[config.mk]
export PLATFORM = sky130hd
export DESIGN_NAME = fsir_regs
export DESIGN_NICKNAME = d
export VERILOG_FILES = /design/src/design/fsir_pkg.sv /design/src/design/fsir_regs.sv
export SDC_FILE = /design/constraint.sdc
export NUM_CORES = 1
export LEC_CHECK = 0
export ABC_CLOCK_PERIOD_IN_PS = 9000
export BUFFER_PORTS_ARGS = -buffer_cell sky130_fd_sc_hd__buf_2
export CAP_MARGIN = 40
export CORE_ASPECT_RATIO = 1.4
export CORE_MARGIN = 5
export CORE_UTILIZATION = 40
export DETAILED_ROUTE_END_ITERATION = 8
export PLACE_DENSITY = 0.66
export SYNTH_ARGS = -nofsm -noshare
export SYNTH_HDL_FRONTEND = slang
export SYNTH_SLANG_ARGS = --single-unit
[constraint.sdc]
create_clock -name i_mclk -period 9 [get_ports i_mclk]
set_input_delay 0.45 -clock i_mclk [delete_from_list [all_inputs] [get_ports i_mclk]]
set_output_delay 0.45 -clock i_mclk [all_outputs]
set_load 0.005 [all_outputs]
[src/design/fsir_pkg.sv]
// Constants shared by the FIFO status and interrupt register bank
package fsir_pkg;
	// ---------------------------------------------------------------
	// Widths and counts
	// ---------------------------------------------------------------
	localparam int AW = 4;
	localparam int DW = 8;
	localparam int NCOND = 6;
	localparam int NPORT = 2;
	localparam int NPIN = 3;

	// ---------------------------------------------------------------
	// Register offsets
	// ---------------------------------------------------------------
	localparam logic [3:0] ADR_ISR0 = 4'h0;
	localparam logic [3:0] ADR_ISR1 = 4'h1;
	localparam logic [3:0] ADR_ISR2 = 4'h2;
	localparam logic [3:0] ADR_ISR3 = 4'h3;
	localparam logic [3:0] ADR_CR1 = 4'h4;
	localparam logic [3:0] ADR_CR3 = 4'h5;
	localparam logic [3:0] ADR_MSG = 4'h6;
	localparam logic [3:0] ADR_BUF = 4'h7;
	localparam logic [3:0] ADR_CNT = 4'h8;
	localparam logic [3:0] ADR_CMP = 4'h9;
	localparam logic [3:0] ADR_PAT = 4'hA;
	localparam logic [3:0] ADR_MASK = 4'hB;

	// ---------------------------------------------------------------
	// Field positions
	// ---------------------------------------------------------------
	localparam int B_IUS_HI = 7;
	localparam int B_IE_HI = 6;
	localparam int B_IP_HI = 5;
	localparam int B_FLAG_HI = 4;
	localparam int B_IUS_LO = 3;
	localparam int B_IE_LO = 2;
	localparam int B_IP_LO = 1;
	localparam int B_FLAG_LO = 0;
	localparam int B_FREEZE = 6;
	localparam int B_OUT_A = 3;
	localparam int B_OUT_B = 1;
	localparam int B_IN = 0;

	// ---------------------------------------------------------------
	// Condition indices and values
	// ---------------------------------------------------------------
	localparam int C_DIR = 0;
	localparam int C_PAT = 1;
	localparam int C_CMP = 2;
	localparam int C_ERR = 3;
	localparam int C_FULL = 4;
	localparam int C_EMPTY = 5;
	localparam logic [7:0] CNT_MAX = 8'h80;
	localparam logic [7:0] ZERO_BYTE = 8'h00;
	localparam logic [7:0] ALL_ONES = 8'hFF;
	localparam logic [7:0] MASK_RST = 8'h00;
endpackage

[src/design/fsir_regs.sv]
// Status, compare, mailbox and interrupt status register bank
// Contract
// - Port 2 I/O pins from control bits 3,1,0
// - Latch every FIFO byte into data buffer
// - Count is writes minus reads, max 80h
// - Freeze bit holds visible count stable
// - Count read completion clears freeze bit
// - Compare holds up to 7Fh, bit7 zero
// - Count equals compare raises compare interrupt
// - Buffer byte matching pattern raises interrupt
// - Masked bits always match; all others agree
// - All-ones mask forces match; reset clears mask
// - Outgoing message appears at other CPU
// - Mailbox status bits 7,6,5; rest zero
// - Incoming message read clears message pending
// - Each condition has enable, pending, in-service
// - Direction and pattern bits at 7-5, 3-1
// - Bit0 shows live match; reset spares pending
// - Count and error bits at 7-5, 3-1
// - Overflow flag bit4 set on full write outside wait mode
// - Underflow flag bit0 set on empty read outside wait mode
// - Full status bits 7-5, reset spares bit0
// - Full pending depends on handshake mode
// - Empty bits 3-1, full flag 4, empty 0
module fsir_regs (
	input wire logic i_mclk,
	input wire logic i_srst,
	input wire logic i_cs,
	input wire logic i_wr,
	input wire logic i_rd,
	input wire logic i_port,
	input wire logic [fsir_pkg::AW-1:0] i_addr,
	input wire logic [fsir_pkg::DW-1:0] i_wdata,
	output logic [fsir_pkg::DW-1:0] o_rdata,
	input wire logic i_fifo_wr,
	input wire logic i_fifo_rd,
	input wire logic [fsir_pkg::DW-1:0] i_fifo_data,
	input wire logic i_wait_sel,
	input wire logic i_dir_change,
	input wire logic i_p2_io,
	input wire logic i_p2_2wire,
	input wire logic i_full_pin,
	input wire logic i_empty_pin,
	input wire logic i_p2_in_pin,
	output logic o_p2_out_a,
	output logic o_p2_out_b,
	output logic o_full,
	output logic o_empty,
	output logic [fsir_pkg::DW-1:0] o_count,
	output logic o_p1_int,
	output logic o_p2_int
);
	import fsir_pkg::*;

	// ---------------------------------------------------------------
	// Declarations
	// ---------------------------------------------------------------
	logic [NPIN-1:0] pin_m_q;
	logic [NPIN-1:0] pin_s_q;
	logic wr_acc;
	logic rd_acc;
	logic [7:0] cnt_q;
	logic [7:0] cnt_frz_q;
	logic freeze_q;
	logic inc;
	logic dec;
	logic full;
	logic empty;
	logic [7:0] buf_q;
	logic [7:0] pat_q;
	logic [7:0] mask_q;
	logic [6:0] cmp_q;
	logic latch;
	logic match_now;
	logic pat_hit;
	logic eq;
	logic eq_q;
	logic ovf_q;
	logic udf_q;
	logic ovf_set;
	logic udf_set;
	logic err_clr;
	logic full_flag;
	logic empty_flag;
	logic full_prev_q;
	logic empty_prev_q;
	logic cr3_a_q;
	logic cr3_b_q;
	logic [NCOND-1:0] evt;
	logic [NCOND-1:0] ius_q;
	logic [NCOND-1:0] ie_q;
	logic [NCOND-1:0] ip_q;
	logic [NPORT-1:0] msg_ius_q;
	logic [NPORT-1:0] msg_ie_q;
	logic [NPORT-1:0] msg_ip_q;
	logic [7:0] mb_q [NPORT];
	logic [7:0] rd_d;
	logic [7:0] cr1_v;

	// ---------------------------------------------------------------
	// Pin synchronisers
	// ---------------------------------------------------------------
	// Pins come from outside; only the second stage is read
	always_ff @(posedge i_mclk) begin
		pin_m_q <= {i_p2_in_pin, i_empty_pin, i_full_pin};
		pin_s_q <= pin_m_q;
	end

	// Bus strobes; a write takes precedence over a read
	assign wr_acc = i_cs & i_wr;
	assign rd_acc = i_cs & i_rd & ~i_wr;

	// ---------------------------------------------------------------
	// Occupancy count and freeze
	// ---------------------------------------------------------------
	assign full = (cnt_q == CNT_MAX);
	assign empty = (cnt_q == ZERO_BYTE);
	assign inc = i_fifo_wr & ~full;
	assign dec = i_fifo_rd & ~empty;

	// live count, not writable by either CPU
	always_ff @(posedge i_mclk) begin
		if (i_srst) begin
			cnt_q <= ZERO_BYTE;
		end else begin
			cnt_q <= cnt_q + {7'd0, inc} - {7'd0, dec};
		end
	end

	// snapshot tracks live count until frozen
	always_ff @(posedge i_mclk) begin
		if (i_srst) begin
			cnt_frz_q <= ZERO_BYTE;
		end else if (!freeze_q) begin
			cnt_frz_q <= cnt_q;
		end
	end

	// freeze drops once the count read is done
	always_ff @(posedge i_mclk) begin
		if (i_srst) begin
			freeze_q <= 1'b0;
		end else if (wr_acc && i_addr == ADR_CR1) begin
			freeze_q <= i_wdata[B_FREEZE];
		end else if (rd_acc && i_addr == ADR_CNT) begin
			freeze_q <= 1'b0;
		end
	end

	// ---------------------------------------------------------------
	// Data buffer and pattern matcher
	// ---------------------------------------------------------------
	assign latch = i_fifo_wr | i_fifo_rd;

	// every byte moved through the RAM is caught
	always_ff @(posedge i_mclk) begin
		if (latch) begin
			buf_q <= i_fifo_data;
		end else if (wr_acc && i_addr == ADR_BUF) begin
			buf_q <= i_wdata;
		end
	end

	// Pattern byte is not reset; its power-up value is unknown
	always_ff @(posedge i_mclk) begin
		if (wr_acc && i_addr == ADR_PAT) begin
			pat_q <= i_wdata;
		end
	end

	always_ff @(posedge i_mclk) begin
		if (i_srst) begin
			mask_q <= MASK_RST;
		end else if (wr_acc && i_addr == ADR_MASK) begin
			mask_q <= i_wdata;
		end
	end

	assign match_now = &(~(buf_q ^ pat_q) | mask_q);
	// test the byte as it enters the buffer
	assign pat_hit = latch & (&(~(i_fifo_data ^ pat_q) | mask_q));

	// ---------------------------------------------------------------
	// Count compare
	// ---------------------------------------------------------------
	// only seven bits are stored
	always_ff @(posedge i_mclk) begin
		if (i_srst) begin
			cmp_q <= 7'd0;
		end else if (wr_acc && i_addr == ADR_CMP) begin
			cmp_q <= i_wdata[6:0];
		end
	end

	// event on entering equality, not while it lasts
	assign eq = (cnt_q == {1'b0, cmp_q});
	// Count and compare both reset to zero, so history starts equal
	always_ff @(posedge i_mclk) begin
		if (i_srst) begin
			eq_q <= 1'b1;
		end else begin
			eq_q <= eq;
		end
	end

	// ---------------------------------------------------------------
	// Overflow and underflow flags
	// ---------------------------------------------------------------
	// wait mode stalls the CPU, so no overflow there
	assign ovf_set = i_fifo_wr & full & ~i_wait_sel;
	// same for reads from an empty buffer
	assign udf_set = i_fifo_rd & empty & ~i_wait_sel;
	assign err_clr = wr_acc && i_addr == ADR_ISR2 && !i_wdata[B_IP_LO];

	// overflow sticks until error pending clears
	always_ff @(posedge i_mclk) begin
		if (i_srst) begin
			ovf_q <= 1'b0;
		end else if (ovf_set) begin
			ovf_q <= 1'b1;
		end else if (err_clr) begin
			ovf_q <= 1'b0;
		end
	end

	// underflow cleared with the same command
	always_ff @(posedge i_mclk) begin
		if (i_srst) begin
			udf_q <= 1'b0;
		end else if (udf_set) begin
			udf_q <= 1'b1;
		end else if (err_clr) begin
			udf_q <= 1'b0;
		end
	end

	// ---------------------------------------------------------------
	// Full and empty status
	// ---------------------------------------------------------------
	// only 2-wire handshake qualifies full by its pin
	assign full_flag = full & (~i_p2_io | ~i_p2_2wire | pin_s_q[0]);
	// empty is qualified by its pin in I/O mode
	assign empty_flag = empty & (~i_p2_io | pin_s_q[1]);

	// Edge history; empty starts high so reset fires nothing
	always_ff @(posedge i_mclk) begin
		if (i_srst) begin
			full_prev_q <= 1'b0;
			empty_prev_q <= 1'b1;
		end else begin
			full_prev_q <= full_flag;
			empty_prev_q <= empty_flag;
		end
	end

	// Hardware events per condition
	assign evt[C_DIR] = i_dir_change;
	assign evt[C_PAT] = pat_hit;
	assign evt[C_CMP] = eq & ~eq_q;
	assign evt[C_ERR] = ovf_set | udf_set;
	assign evt[C_FULL] = full_flag & ~full_prev_q;
	assign evt[C_EMPTY] = empty_flag & ~empty_prev_q;

	// ---------------------------------------------------------------
	// Interrupt status bits
	// ---------------------------------------------------------------
	// three bits per condition, pending set wins
	for (genvar g = 0; g < NCOND; g++) begin : g_cond
		localparam logic [3:0] A = ADR_ISR1 + 4'(g / 2);
		localparam int BS = (g % 2 == 0) ? B_IUS_HI : B_IUS_LO;
		localparam int BE = (g % 2 == 0) ? B_IE_HI : B_IE_LO;
		localparam int BP = (g % 2 == 0) ? B_IP_HI : B_IP_LO;
		logic w;
		assign w = wr_acc && i_addr == A;
		always_ff @(posedge i_mclk) begin
			if (i_srst) begin
				ius_q[g] <= 1'b0;
				ie_q[g] <= 1'b0;
				if (g != C_PAT) begin
					ip_q[g] <= 1'b0;
				end
			end else begin
				if (w) begin
					ius_q[g] <= i_wdata[BS];
					ie_q[g] <= i_wdata[BE];
				end
				if (evt[g]) begin
					ip_q[g] <= 1'b1;
				end else if (w) begin
					ip_q[g] <= i_wdata[BP];
				end
			end
		end
	end

	// ---------------------------------------------------------------
	// Mailbox, one incoming register per port
	// ---------------------------------------------------------------
	for (genvar q = 0; q < NPORT; q++) begin : g_port
		logic own;
		logic msg_in;
		logic msg_rd;
		logic isr_w;
		assign own = (i_port == 1'(q));
		assign msg_in = wr_acc && i_addr == ADR_MSG && !own;
		assign msg_rd = rd_acc && i_addr == ADR_MSG && own;
		assign isr_w = wr_acc && i_addr == ADR_ISR0 && own;

		// the other CPU's write lands here
		always_ff @(posedge i_mclk) begin
			if (msg_in) begin
				mb_q[q] <= i_wdata;
			end
		end

		always_ff @(posedge i_mclk) begin
			if (i_srst) begin
				msg_ius_q[q] <= 1'b0;
				msg_ie_q[q] <= 1'b0;
				msg_ip_q[q] <= 1'b0;
			end else begin
				if (isr_w) begin
					msg_ius_q[q] <= i_wdata[B_IUS_HI];
					msg_ie_q[q] <= i_wdata[B_IE_HI];
				end
				if (msg_in) begin
					msg_ip_q[q] <= 1'b1;
				end else if (msg_rd || isr_w) begin
					msg_ip_q[q] <= isr_w & i_wdata[B_IP_HI];
				end
			end
		end
	end

	// ---------------------------------------------------------------
	// Port 2 simple I/O bits
	// ---------------------------------------------------------------
	// only the port 1 CPU owns these bits
	always_ff @(posedge i_mclk) begin
		if (i_srst) begin
			cr3_a_q <= 1'b0;
			cr3_b_q <= 1'b0;
		end else if (wr_acc && !i_port && i_addr == ADR_CR3) begin
			cr3_a_q <= i_wdata[B_OUT_A];
			cr3_b_q <= i_wdata[B_OUT_B];
		end
	end

	// pins driven only in I/O mode
	always_ff @(posedge i_mclk) begin
		if (i_srst) begin
			o_p2_out_a <= 1'b0;
			o_p2_out_b <= 1'b0;
		end else begin
			o_p2_out_a <= cr3_a_q & i_p2_io;
			o_p2_out_b <= cr3_b_q & i_p2_io;
		end
	end

	// ---------------------------------------------------------------
	// Read path
	// ---------------------------------------------------------------
	// Read data mux; unmapped offsets return zero
	always_comb begin
		cr1_v = ZERO_BYTE;
		cr1_v[B_FREEZE] = freeze_q;
		rd_d = ZERO_BYTE;
		unique case (i_addr)
			ADR_ISR0: rd_d = {msg_ius_q[i_port], msg_ie_q[i_port],
				msg_ip_q[i_port], 5'd0};
			// bit 0 is the live match
			ADR_ISR1: rd_d = {ius_q[C_DIR], ie_q[C_DIR], ip_q[C_DIR],
				1'b0, ius_q[C_PAT], ie_q[C_PAT], ip_q[C_PAT],
				match_now};
			// count and error groups with error flags
			ADR_ISR2: rd_d = {ius_q[C_CMP], ie_q[C_CMP], ip_q[C_CMP],
				ovf_q, ius_q[C_ERR], ie_q[C_ERR], ip_q[C_ERR], udf_q};
			// full group high, empty group low
			ADR_ISR3: rd_d = {ius_q[C_FULL], ie_q[C_FULL],
				ip_q[C_FULL], full_flag, ius_q[C_EMPTY],
				ie_q[C_EMPTY], ip_q[C_EMPTY], empty_flag};
			ADR_CR1: rd_d = cr1_v;
			// port 2 CPU sees zeros here
			ADR_CR3: rd_d = i_port ? ZERO_BYTE : {4'd0, cr3_a_q, 1'b0,
				cr3_b_q, pin_s_q[2] & i_p2_io};
			ADR_MSG: rd_d = mb_q[i_port];
			ADR_BUF: rd_d = buf_q;
			// frozen snapshot shown while freeze is set
			ADR_CNT: rd_d = freeze_q ? cnt_frz_q : cnt_q;
			ADR_CMP: rd_d = {1'b0, cmp_q};
			ADR_PAT: rd_d = pat_q;
			ADR_MASK: rd_d = mask_q;
			default: rd_d = ZERO_BYTE;
		endcase
	end

	// Read data held until the next read
	always_ff @(posedge i_mclk) begin
		if (i_srst) begin
			o_rdata <= ZERO_BYTE;
		end else if (rd_acc) begin
			o_rdata <= rd_d;
		end
	end

	// ---------------------------------------------------------------
	// Outputs
	// ---------------------------------------------------------------
	assign o_full = full;
	assign o_empty = empty;

	// Requests: enabled, pending and not already in service
	always_ff @(posedge i_mclk) begin
		if (i_srst) begin
			o_count <= ZERO_BYTE;
			o_p1_int <= 1'b0;
			o_p2_int <= 1'b0;
		end else begin
			o_count <= cnt_q;
			o_p1_int <= (|(ie_q & ip_q & ~ius_q)) |
				(msg_ie_q[0] & msg_ip_q[0] & ~msg_ius_q[0]);
			o_p2_int <= msg_ie_q[1] & msg_ip_q[1] & ~msg_ius_q[1];
		end
	end

	// ---------------------------------------------------------------
	// Assertions
	// ---------------------------------------------------------------
	// count bound
	a_count_bound: assert property (@(posedge i_mclk) disable iff (i_srst)
		cnt_q <= CNT_MAX) else $error("count above limit");
	a_freeze_hold: assert property (@(posedge i_mclk) disable iff (i_srst)
		freeze_q |=> $stable(cnt_frz_q)) else $error("frozen moved");
	a_freeze_clear: assert property (@(posedge i_mclk) disable iff (i_srst)
		rd_acc && i_addr == ADR_CNT |=> !freeze_q)
		else $error("freeze stuck");
	a_cmp_top: assert property (@(posedge i_mclk) disable iff (i_srst)
		rd_acc && i_addr == ADR_CMP |=> !o_rdata[7])
		else $error("compare bit 7 set");
	a_cmp_pend: assert property (@(posedge i_mclk) disable iff (i_srst)
		eq && !$past(eq) |=> ip_q[C_CMP]) else $error("no compare ip");
	a_pat_pend: assert property (@(posedge i_mclk) disable iff (i_srst)
		pat_hit |=> ip_q[C_PAT] && match_now)
		else $error("no pattern ip");
	a_mask_ones: assert property (@(posedge i_mclk) disable iff (i_srst)
		mask_q == ALL_ONES |-> match_now) else $error("mask no match");
	a_buf_latch: assert property (@(posedge i_mclk) disable iff (i_srst)
		latch |=> buf_q == $past(i_fifo_data))
		else $error("byte not latched");
	a_mbox_deliv: assert property (@(posedge i_mclk) disable iff (i_srst)
		wr_acc && i_addr == ADR_MSG && !i_port |=> mb_q[1] ==
		$past(i_wdata) && msg_ip_q[1]) else $error("message lost");
	a_mbox_clear: assert property (@(posedge i_mclk) disable iff (i_srst)
		rd_acc && i_addr == ADR_MSG && i_port |=> !msg_ip_q[1])
		else $error("message ip stuck");
	a_ovf_flag: assert property (@(posedge i_mclk) disable iff (i_srst)
		ovf_set |=> ovf_q && ip_q[C_ERR]) else $error("no overflow");
	a_udf_flag: assert property (@(posedge i_mclk) disable iff (i_srst)
		udf_set |=> udf_q && ip_q[C_ERR]) else $error("no underflow");
endmodule

==> results.json, run 1 <==
{
  "crit_path_end_kind": "register",
  "grt.total_usage": 0.209,
  "required_ns": 9.31,
  "start_util": 0.408,
  "fin_area_mm2": 0.00676,
  "nets": 664,
  "netlist_area_mm2": 0.00571,
  "power_density_mw_per_mm2": 254,
  "synthArstFlopShare": 0,
  "die_h_um": 151,
  "drt_iter0_drc": 314,
  "avgRoutedWirePerCell_um": 21.1,
  "max_cap_viol_count": 0,
  "status": "complete, no violations",
  "drc": 0,
  "core_area_mm2": 0.0140,
  "vias_per_cell": 5.74,
  "port_buffers": 56,
  "ys_seq_area_frac": 0.482,
  "path_class": "reg2reg",
  "finalSetupViolations": 0,
  "cts_buffers": 17,
  "num_rows": 51,
  "path_clk_slew_ns": 0.06,
  "cp-start-kind": "register",
  "cts_hold_buf": 0,
  "max_slew.worst_pin.slew_ns": 0.872,
  "cts_sinks": 121,
  "critPathMaxFanout": 4,
  "most-common-layout-cells": "dfxtp_1, nor2_1, mux2i_1, buf_2, edfxtp_1",
  "clock_latency_ns": 0.42,
  "hold_violations": 0,
  "avgSynthCellArea_um2": 10.1,
  "die_area_mm2": 0.0168,
  "fmax_ghz": 0.294,
  "leakage_nw": 2.74,
  "antenna_cells": 0,
  "finalCritPeriodShare": 0.378,
  "io_pins": 57,
  "fp.dieW_um": 111,
  "drive_gt1_frac": 0.175,
  "wl_um": 17200,
  "rsz0062_at_grt": "no",
  "dpl_cell_area_mm2": 0.00613,
  "period_needed_ns": 3.40,
  "finalWorstSetupSlack_ns": 5.60,
  "area_growth_pct": 18.5,
  "ir_drop_mv": 0.112,
  "utilization": 0.484,
  "ctsHtreeMaxLevel": 4,
  "slew_viol_final": 0,
  "root_buffer": "clkbuf_16",
  "tns_ns": 0,
  "holdCritPathClass": "in2reg",
  "netlist_instances": 566,
  "relSlewSlack": 0.418,
  "ys_ff_latch": 121,
  "timing.hold.ws_ns": 0.131,
  "dp_hpwl_um": 12300,
  "clock_skew_ns": 0.00583,
  "grt_pass1_wl_um": 26900,
  "synth_ff_type": "dfxtp_1",
  "cts_tree": "done",
  "vias": 4672,
  "synth_edf_count": 33,
  "drt-pass1-iter-count": 6,
  "post-place-ws_ns": 5.62,
  "drtAntennaViolNets": 0,
  "final_common_cell": "dfxtp_1",
  "syn-num-nets": 614,
  "fill_cells": 1280,
  "grt_pass1_vias": 4768,
  "cts_resized": 0,
  "antenna_found_initial": 0,
  "cts_setup_buffers": 0,
  "cp.arrival_ns": 3.71,
  "ctsLongestPathBuffers": 2,
  "yosys_warnings": 0,
  "grt_max_degree": 80,
  "gp_congestion": 0.965,
  "grt_overflow": 0,
  "ys_types": 60
}
layout make-up:
cell class	instances	area (um^2)	area share
clock buffers	21	460	0.0681
clock inverters	11	170	0.0252
repair buffers	61	319	0.0472
flip-flops and latches	121	2750	0.407
multi-input cells	397	2760	0.408
inverters	18	67.6	0.00999
well taps	185	231	0.0342
per-stage QoR:
stage | power, mW | instances
after floorplan | 0.890 | 566
after global placement | 0.988 | 779
after detailed placement | 0.996 | 782
after CTS | 1.72 | 814
after global routing | 1.79 | 814
final | 1.72 | 814
state kept, by name, indices dropped and copies added (netlist names), 2 cells and up:
register,flops
mask_q,8
cnt_q,8
ip_q,6
mb_q,16
cmp_q,7
msg_ip_q,2
cnt_frz_q,8
o_count,8
msg_ie_q,2
ie_q,6
pat_q,8
o_rdata,8
ius_q,6
buf_q,8
pin_s_q,3
msg_ius_q,2
pin_m_q,3
where the power goes:
group	switching (mW)	leakage (nW)	internal [mW]
Combinational	0.194	1.41	0.145
Sequential	0.0386	1.02	0.609
Clock	0.251	0.299	0.477
Total	0.484	2.74	1.23
final timing paths:
check | start | end | slack (ns) | depth (start not counted)
max reg2reg | cnt_q[2] | cnt_q[7] | 5.60 | 13
min | i_full_pin | pin_m_q[0] | 0.13 | 1
max | cnt_q[2] | cnt_q[7] | 5.60 | 13
min reg2reg | pin_m_q[0] | pin_s_q[0] | 0.33 | 0
cell usage after synthesis (7+ instances only):
cell      count  share of area
nand2_1      27          0.018
clkbuf_1     19          0.012
nor2b_1      11          0.012
a21oi_1      12          0.011
inv_1        18          0.012
o21ai_0      18          0.016
o22ai_1      14          0.015
xnor2_1      17          0.026
nand4_1       7         0.0077
nor2_1       78          0.051
nor3_1       10         0.0088
ha_1         12          0.026
a22oi_1       8          0.011
nand2b_1      9         0.0099
mux2i_1      60           0.11
nand3_1       8         0.0070
mux2_2       12          0.024
xor2_1        8          0.012
dfxtp_1      88           0.31
edfxtp_1     33           0.17
cell families (layout without fill, tap and decap cells):
group,after synthesis,in the layout,share of synthesized area
xor gates and xnor gates,25,25,0.0384
buffers and inverters,48,111,0.0342
and+or+nand+nor,187,187,0.163
adders and majority gates,13,13,0.0298
AOI/OAI and AO/OA,99,99,0.121
muxes,73,73,0.132
DFF,121,121,0.482
worst max-delay path, stage by stage, from the launching register on:
cell	delay (ns)
dfxtp_1	0.35
inv_1	0.13
ha_1	0.15
nor4bb_1	0.60
and2_1	0.26
nand2b_1	0.12
ha_1	0.18
inv_1	0.05
ha_1	0.27
a21o_1	0.17
a21oi_1	0.21
o21bai_1	0.13
o41ai_1	0.31
mux2_2	0.38
metal layers:
metal  up-vias  GRT usage  wire length (um)
li1       2156          -                 -
met1      2291      0.233              6610
met2       168      0.375              8910
met3        57     0.0400               902
met4         0      0.121               775
met5         -          0                 0
Note: power is estimated with default switching activity, not from simulation.
==> inputs of run 2 (changes only) <==
--- a/config.mk
+++ b/config.mk
@@ -5,14 +5,15 @@
 export SDC_FILE = /design/constraint.sdc
 export NUM_CORES = 1
 export LEC_CHECK = 0
-export ABC_CLOCK_PERIOD_IN_PS = 9000
+export ABC_AREA = 1
+export ABC_CLOCK_PERIOD_IN_PS = 2900
 export BUFFER_PORTS_ARGS = -buffer_cell sky130_fd_sc_hd__buf_2
 export CAP_MARGIN = 40
 export CORE_ASPECT_RATIO = 1.4
 export CORE_MARGIN = 5
 export CORE_UTILIZATION = 40
 export DETAILED_ROUTE_END_ITERATION = 8
-export PLACE_DENSITY = 0.66
+export PLACE_DENSITY = 0.68
 export SYNTH_ARGS = -nofsm -noshare
 export SYNTH_HDL_FRONTEND = slang
 export SYNTH_SLANG_ARGS = --single-unit
==> constraint.sdc (replaced) <==
create_clock -name i_mclk -period 2.9 [get_ports i_mclk]
set_input_delay 0.145 -clock i_mclk [delete_from_list [all_inputs] [get_ports i_mclk]]
set_output_delay 0.145 -clock i_mclk [all_outputs]
set_load 0.005 [all_outputs]
==> results.json, run 2 <==
{
  "max_slew.worst_pin.slew_ns": 0.785,
  "min_to": "pat_q[4]",
  "fmax_ghz": 0.365,
  "ys_ff_latch": 121,
  "drtAntennaViolNets": 0,
  "netlist_instances": 727,
  "required_ns": 3.21,
  "synth_top_cell_by_area": "dfxtp_1",
  "avgSynthCellArea_um2": 7.78,
  "nets": 848,
  "ys_types": 40,
  "yosys_warnings": 0,
  "min_from": "i_wdata[4]",
  "period_needed_ns": 2.74,
  "die_area_mm2": 0.0166,
  "path_clk_slew_ns": 0.06,
  "ctsHtreeMaxLevel": 4,
  "avgRoutedWirePerCell_um": 16.1,
  "drt_iter0_drc": 412,
  "synth_area_leaders": "dfxtp_1, edfxtp_1, nand2_1, a21oi_1, o21ai_0",
  "rr_worst_depth": 18,
  "finalCritPeriodShare": 0.946,
  "grt_max_degree": 39,
  "drc": 0,
  "synthTopCellsByCount": "nand2_1, inv_1, dfxtp_1",
  "grt_pass1_vias": 5026,
  "grt_overflow": 0,
  "ctsLongestPathBuffers": 2,
  "wl_um": 16100,
  "synth_ff_type": "dfxtp_1",
  "dp_cells": 957,
  "relSlewSlack": 0.475,
  "syn-num-nets": 775,
  "drt-pass1-iter-count": 5,
  "status": "complete, no violations",
  "r2r_start": "cnt_q[3]",
  "crit_path_end_kind": "register",
  "vias": 5099,
  "path_class": "reg2reg",
  "finalSetupViolations": 0,
  "port_buffers": 56,
  "synth_edf_count": 33,
  "area_growth_pct": 20.9,
  "grt.total_usage": 0.198,
  "ir_drop_mv": 0.256,
  "netlist_area_mm2": 0.00565,
  "most-common-layout-cells": "nand2_1, inv_1, dfxtp_1, a21oi_1, o21ai_0",
  "start_util": 0.406,
  "cts_sinks": 121,
  "cp.arrival_ns": 3.06,
  "ff2ff_setup_slack_ns": 0.16,
  "synthArstFlopShare": 0,
  "fin_area_mm2": 0.00684,
  "cp-start-kind": "register",
  "grt_pass1_wl_um": 25600,
  "core_area_mm2": 0.0139,
  "antenna_found_initial": 0,
  "final_common_cell": "nand2_1",
  "cts_tree": "done",
  "max_cap_viol_count": 0,
  "rr_endpoint": "cnt_q[6]",
  "leakage_nw": 2.84,
  "drive_gt1_frac": 0.180,
  "synth.most_common_cell": "nand2_1",
  "antenna_cells": 0,
  "vias_per_cell": 5.11,
  "critPathMaxFanout": 4,
  "die_h_um": 151,
  "largest-register": "mb_q",
  "holdCritPathClass": "in2reg",
  "dpl_cell_area_mm2": 0.00614,
  "dp_hpwl_um": 11800,
  "finalNonFillerCells": 998,
  "largest_reg_flops": 16,
  "gp_congestion": 0.929,
  "cts_buffers": 17,
  "power_density_mw_per_mm2": 760,
  "num_rows": 51,
  "clock_skew_ns": 0.00662,
  "clock_latency_ns": 0.42,
  "root_buffer": "clkbuf_16",
  "hold_violations": 0,
  "slew_viol_final": 0,
  "fill_cells": 1402,
  "io_pins": 57,
  "ys_seq_area_frac": 0.487,
  "synth.top_cell.area_share": 0.312,
  "holdPathStages": 1,
  "fp.dieW_um": 110,
  "total_power_mw": 5.19
}
==> run 2: cell types whose count changed in the layout (fill, tap and decap cells not counted), moves of 15 or more <==
| cell | delta |
|---|---|
| o21ai_0 | +54 |
| inv_1 | +68 |
| nand2_1 | +108 |
| inv_2 | +16 |
| xnor2_1 | -15 |
| a21oi_1 | +66 |
| nand3_1 | +33 |
| mux2i_1 | -59 |
==> run 2: how the worst max path moves through the flow <==
stage                  start       end  depth (start not counted)
global placement    cnt_q[3]  cnt_q[6]                         18
finish              cnt_q[3]  cnt_q[6]                         18
detailed placement  cnt_q[3]  cnt_q[6]                         18
floorplan           cnt_q[2]  cnt_q[6]                         18
CTS                 cnt_q[3]  cnt_q[6]                         18
global route        cnt_q[1]  cnt_q[6]                         17
==> run 2: timing repair <==
action                                 CTS  global route
setup endpoints to repair                0             1
hold buffers                             6             0
gates resized for setup                  0            14
buffers inserted                         0             3
endpoints found under the hold margin    9             0
==> run 2: logic make-up (layout without fill, tap and decap cells) <==
kind of cell / after synthesis / in the layout / share of synthesized area
compound gates: 167 / 167 / 0.153
xor+xnor: 5 / 5 / 0.00775
fa+ha+maj: 13 / 13 / 0.0301
buf+inv: 122 / 208 / 0.0841
flops: 121 / 121 / 0.487
mux: 6 / 6 / 0.0117
simple gates: 293 / 293 / 0.226
==> run 2: layout make-up <==
cell class	count	area (um^2)	share of cell area
flip-flops and latches	121	2760	0.403
multi-input cells	484	2430	0.356
clock buffers	23	520	0.0761
repair buffers	73	423	0.0619
inverters	103	387	0.0566
well taps	185	231	0.0339
clock inverters	9	83.8	0.0123
==> run 2: power by group <==
group          leakage, nW  internal [mW]  switching, mW
clock                0.296           1.35          0.758
combinational         1.52          0.424          0.679
sequential            1.03           1.90         0.0906
total                 2.84           3.67           1.53
==> run 2: stage by stage <==
step	hold WS (ns)	setup TNS, ns	setup WS [ns]	util
floorplan	0.173	0	0.266	-
global placement	0.248	0	0.0816	0.441
detailed placement	0.249	0	0.0391	0.441
CTS	0.00573	0	0.0172	0.489
global route	0.0213	-0.0294	-0.0294	0.491
finish	0.0144	0	0.157	0.491
==> run 2: layer usage <==
metal	track usage	vias up	part of all wire
met4	0.134	0	0.059
met3	0.0434	52	0.056
met5	0	-	0
met2	0.342	172	0.48
met1	0.219	2340	0.40
li1	-	2535	-
==> run 2: critical path, cell delays in order, from the launching register on <==
cell and delay, ns:
dfxtp_2 0.34, inv_2 0.07, ha_1 0.16, nand3_2 0.10, o21ai_1 0.14, inv_1 0.06, ha_1 0.26, inv_1 0.06
ha_1 0.15, inv_1 0.06, fa_1 0.39, inv_2 0.08, nand3_1 0.09, nand2_2 0.10, nand2_1 0.05, nand2_1 0.05
a21oi_1 0.06, or2_2 0.26, and2_1 0.15
==> inputs of run 3 (changes only) <==
--- a/config.mk
+++ b/config.mk
@@ -7,13 +7,13 @@
 export LEC_CHECK = 0
 export ABC_AREA = 1
 export ABC_CLOCK_PERIOD_IN_PS = 2900
-export BUFFER_PORTS_ARGS = -buffer_cell sky130_fd_sc_hd__buf_2
 export CAP_MARGIN = 40
 export CORE_ASPECT_RATIO = 1.4
 export CORE_MARGIN = 5
 export CORE_UTILIZATION = 40
 export DETAILED_ROUTE_END_ITERATION = 8
-export PLACE_DENSITY = 0.68
+export DONT_BUFFER_PORTS = 1
+export PLACE_DENSITY = 0.64
 export SYNTH_ARGS = -nofsm -noshare
 export SYNTH_HDL_FRONTEND = slang
 export SYNTH_SLANG_ARGS = --single-unit
==> results.json, run 3 (same netlist as run 2, synthesis figures left out) <==
{
  "dp_hpwl_um": 12000,
  "grt_max_degree": 47,
  "root_buffer": "clkbuf_16",
  "holdCritPathClass": "in2reg",
  "critPathCapture": "cnt_q[6]",
  "status": "complete, no violations",
  "path_clk_slew_ns": 0.06,
  "cts_buffers": 17,
  "antenna_found_initial": 0,
  "timing.hold.ws_ns": 0.00368,
  "port_buffers": 0,
  "avgRoutedWirePerCell_um": 17.4,
  "cp.arrival_ns": 3.03,
  "cts_sinks": 121,
  "slew_viol_final": 0,
  "ctsHtreeMaxLevel": 4,
  "holdPathStages": 2,
  "post-place-ws_ns": 0.0224,
  "leakage_nw": 2.69,
  "r2r_start": "cnt_q[3]",
  "period_needed_ns": 2.72,
  "critPathLaunch": "cnt_q[3]",
  "nets": 809,
  "final_common_cell": "nand2_1",
  "die_area_mm2": 0.0166,
  "ir_drop_mv": 0.287,
  "grt_pass1_wl_um": 25700,
  "drt_iter0_drc": 436,
  "clock_latency_ns": 0.42,
  "ctsLongestPathBuffers": 2,
  "path_class": "reg2reg",
  "start_util": 0.406,
  "finalSetupViolations": 0,
  "largest-register": "mb_q",
  "utilization": 0.489,
  "gp_congestion": 0.942,
  "antenna_cells": 0,
  "largest_reg_flops": 16,
  "vias": 4903,
  "cp-start-kind": "register",
  "clock_skew_ns": 0.00613,
  "drive_gt1_frac": 0.114,
  "num_rows": 51,
  "crit_path_end_kind": "register",
  "fin_area_mm2": 0.00680,
  "drc": 0,
  "finalCritPeriodShare": 0.939,
  "rr_endpoint": "cnt_q[6]",
  "drtAntennaViolNets": 0,
  "rr_worst_depth": 18,
  "ff2ff_setup_slack_ns": 0.18,
  "cts_tree": "done",
  "power_density_mw_per_mm2": 792,
  "finalWorstSetupSlack_ns": 0.176,
  "die_h_um": 151,
  "max_cap_viol_count": 0,
  "core_area_mm2": 0.0139,
  "critPathMaxFanout": 4,
  "fmax_ghz": 0.367,
  "area_growth_pct": 20.3,
  "grt_pass1_vias": 4704,
  "hold_violations": 0,
  "wl_um": 16700,
  "most-common-layout-cells": "nand2_1, dfxtp_1, inv_1, a21oi_1, o21ai_0",
  "required_ns": 3.21,
  "max_slew.worst_pin.slew_ns": 0.799,
  "dpl_cell_area_mm2": 0.00586,
  "drt-pass1-iter-count": 6,
  "grt.total_usage": 0.203,
  "grt_overflow": 0,
  "vias_per_cell": 5.11,
  "fp.dieW_um": 110,
  "total_power_mw": 5.39,
  "io_pins": 57,
  "relSlewSlack": 0.466
}
==> run 3: cell types whose count changed in the layout (fill, tap and decap cells not counted), moves of 2 or more <==
cell           previous run  this run
buf_2                    56         0
dfxtp_1                  85        88
dfxtp_2                   3         0
bufinv_16                 1         3
dlygate4sd3_1             6        22
==> run 3: how the worst min path moves through the flow <==
stage / startpoint / to
6_report: i_fifo_data[1] / buf_q[1]
5_1_grt: i_fifo_data[1] / buf_q[1]
4_1_cts: i_fifo_data[1] / buf_q[1]
3_5_place_dp: i_full_pin / pin_m_q[0]
3_3_place_gp: i_p2_in_pin / pin_m_q[2]
2_1_floorplan: i_full_pin / pin_m_q[0]
==> run 3: what timing repair did <==
item | CTS | global route
setup endpoints to repair | 0 | 1
resized for setup | 0 | 13
hold buffers | 23 | 0
hold endpoints to repair | 109 | 0
buffers inserted | 0 | 2
==> run 3: cell type report <==
type / count / area (um^2)
Clock inverter: 9 / 131
Fill cell: 1398 / 7110
Timing Repair Buffer: 34 / 323
Sequential cell: 121 / 2750
Inverter: 103 / 387
Clock buffer: 23 / 520
Tap cell: 185 / 231
Multi-Input combinational cell: 484 / 2460
==> run 3: per-stage QoR <==
stage          TNS (ns)  cells
6_report              0    959
5_1_grt         -0.0150    959
4_1_cts               0    957
3_5_place_dp          0    902
3_3_place_gp          0    902
2_1_floorplan         0    727
==> run 3: critical path, cell delays in order, from the launching register on <==
cell and delay [ns]:
dfxtp_1 0.34, inv_2 0.11, ha_4 0.15, nand3_4 0.07, o21ai_2 0.13, inv_1 0.05, ha_1 0.26, inv_1 0.05
ha_1 0.16, inv_1 0.06, fa_1 0.40, inv_2 0.08, nand3_1 0.08, nand2_2 0.09, nand2_1 0.05, nand2_1 0.06
a21oi_1 0.07, or2_2 0.27, and2_1 0.15
==> run 3: power breakdown <==
group	internal [mW]	switching (mW)
clock network	1.52	0.770
registers	1.89	0.0949
logic	0.427	0.683
==> run 3: per-layer routing <==
| metal | GRT usage | vias up | part of all wire |
|---|---|---|---|
| met2 | 0.359 | 130 | 0.50 |
| met4 | 0.0924 | 0 | 0.032 |
| met5 | 0 | - | 0 |
| li1 | - | 2461 | - |
| met3 | 0.0507 | 31 | 0.055 |
| met1 | 0.231 | 2281 | 0.41 |
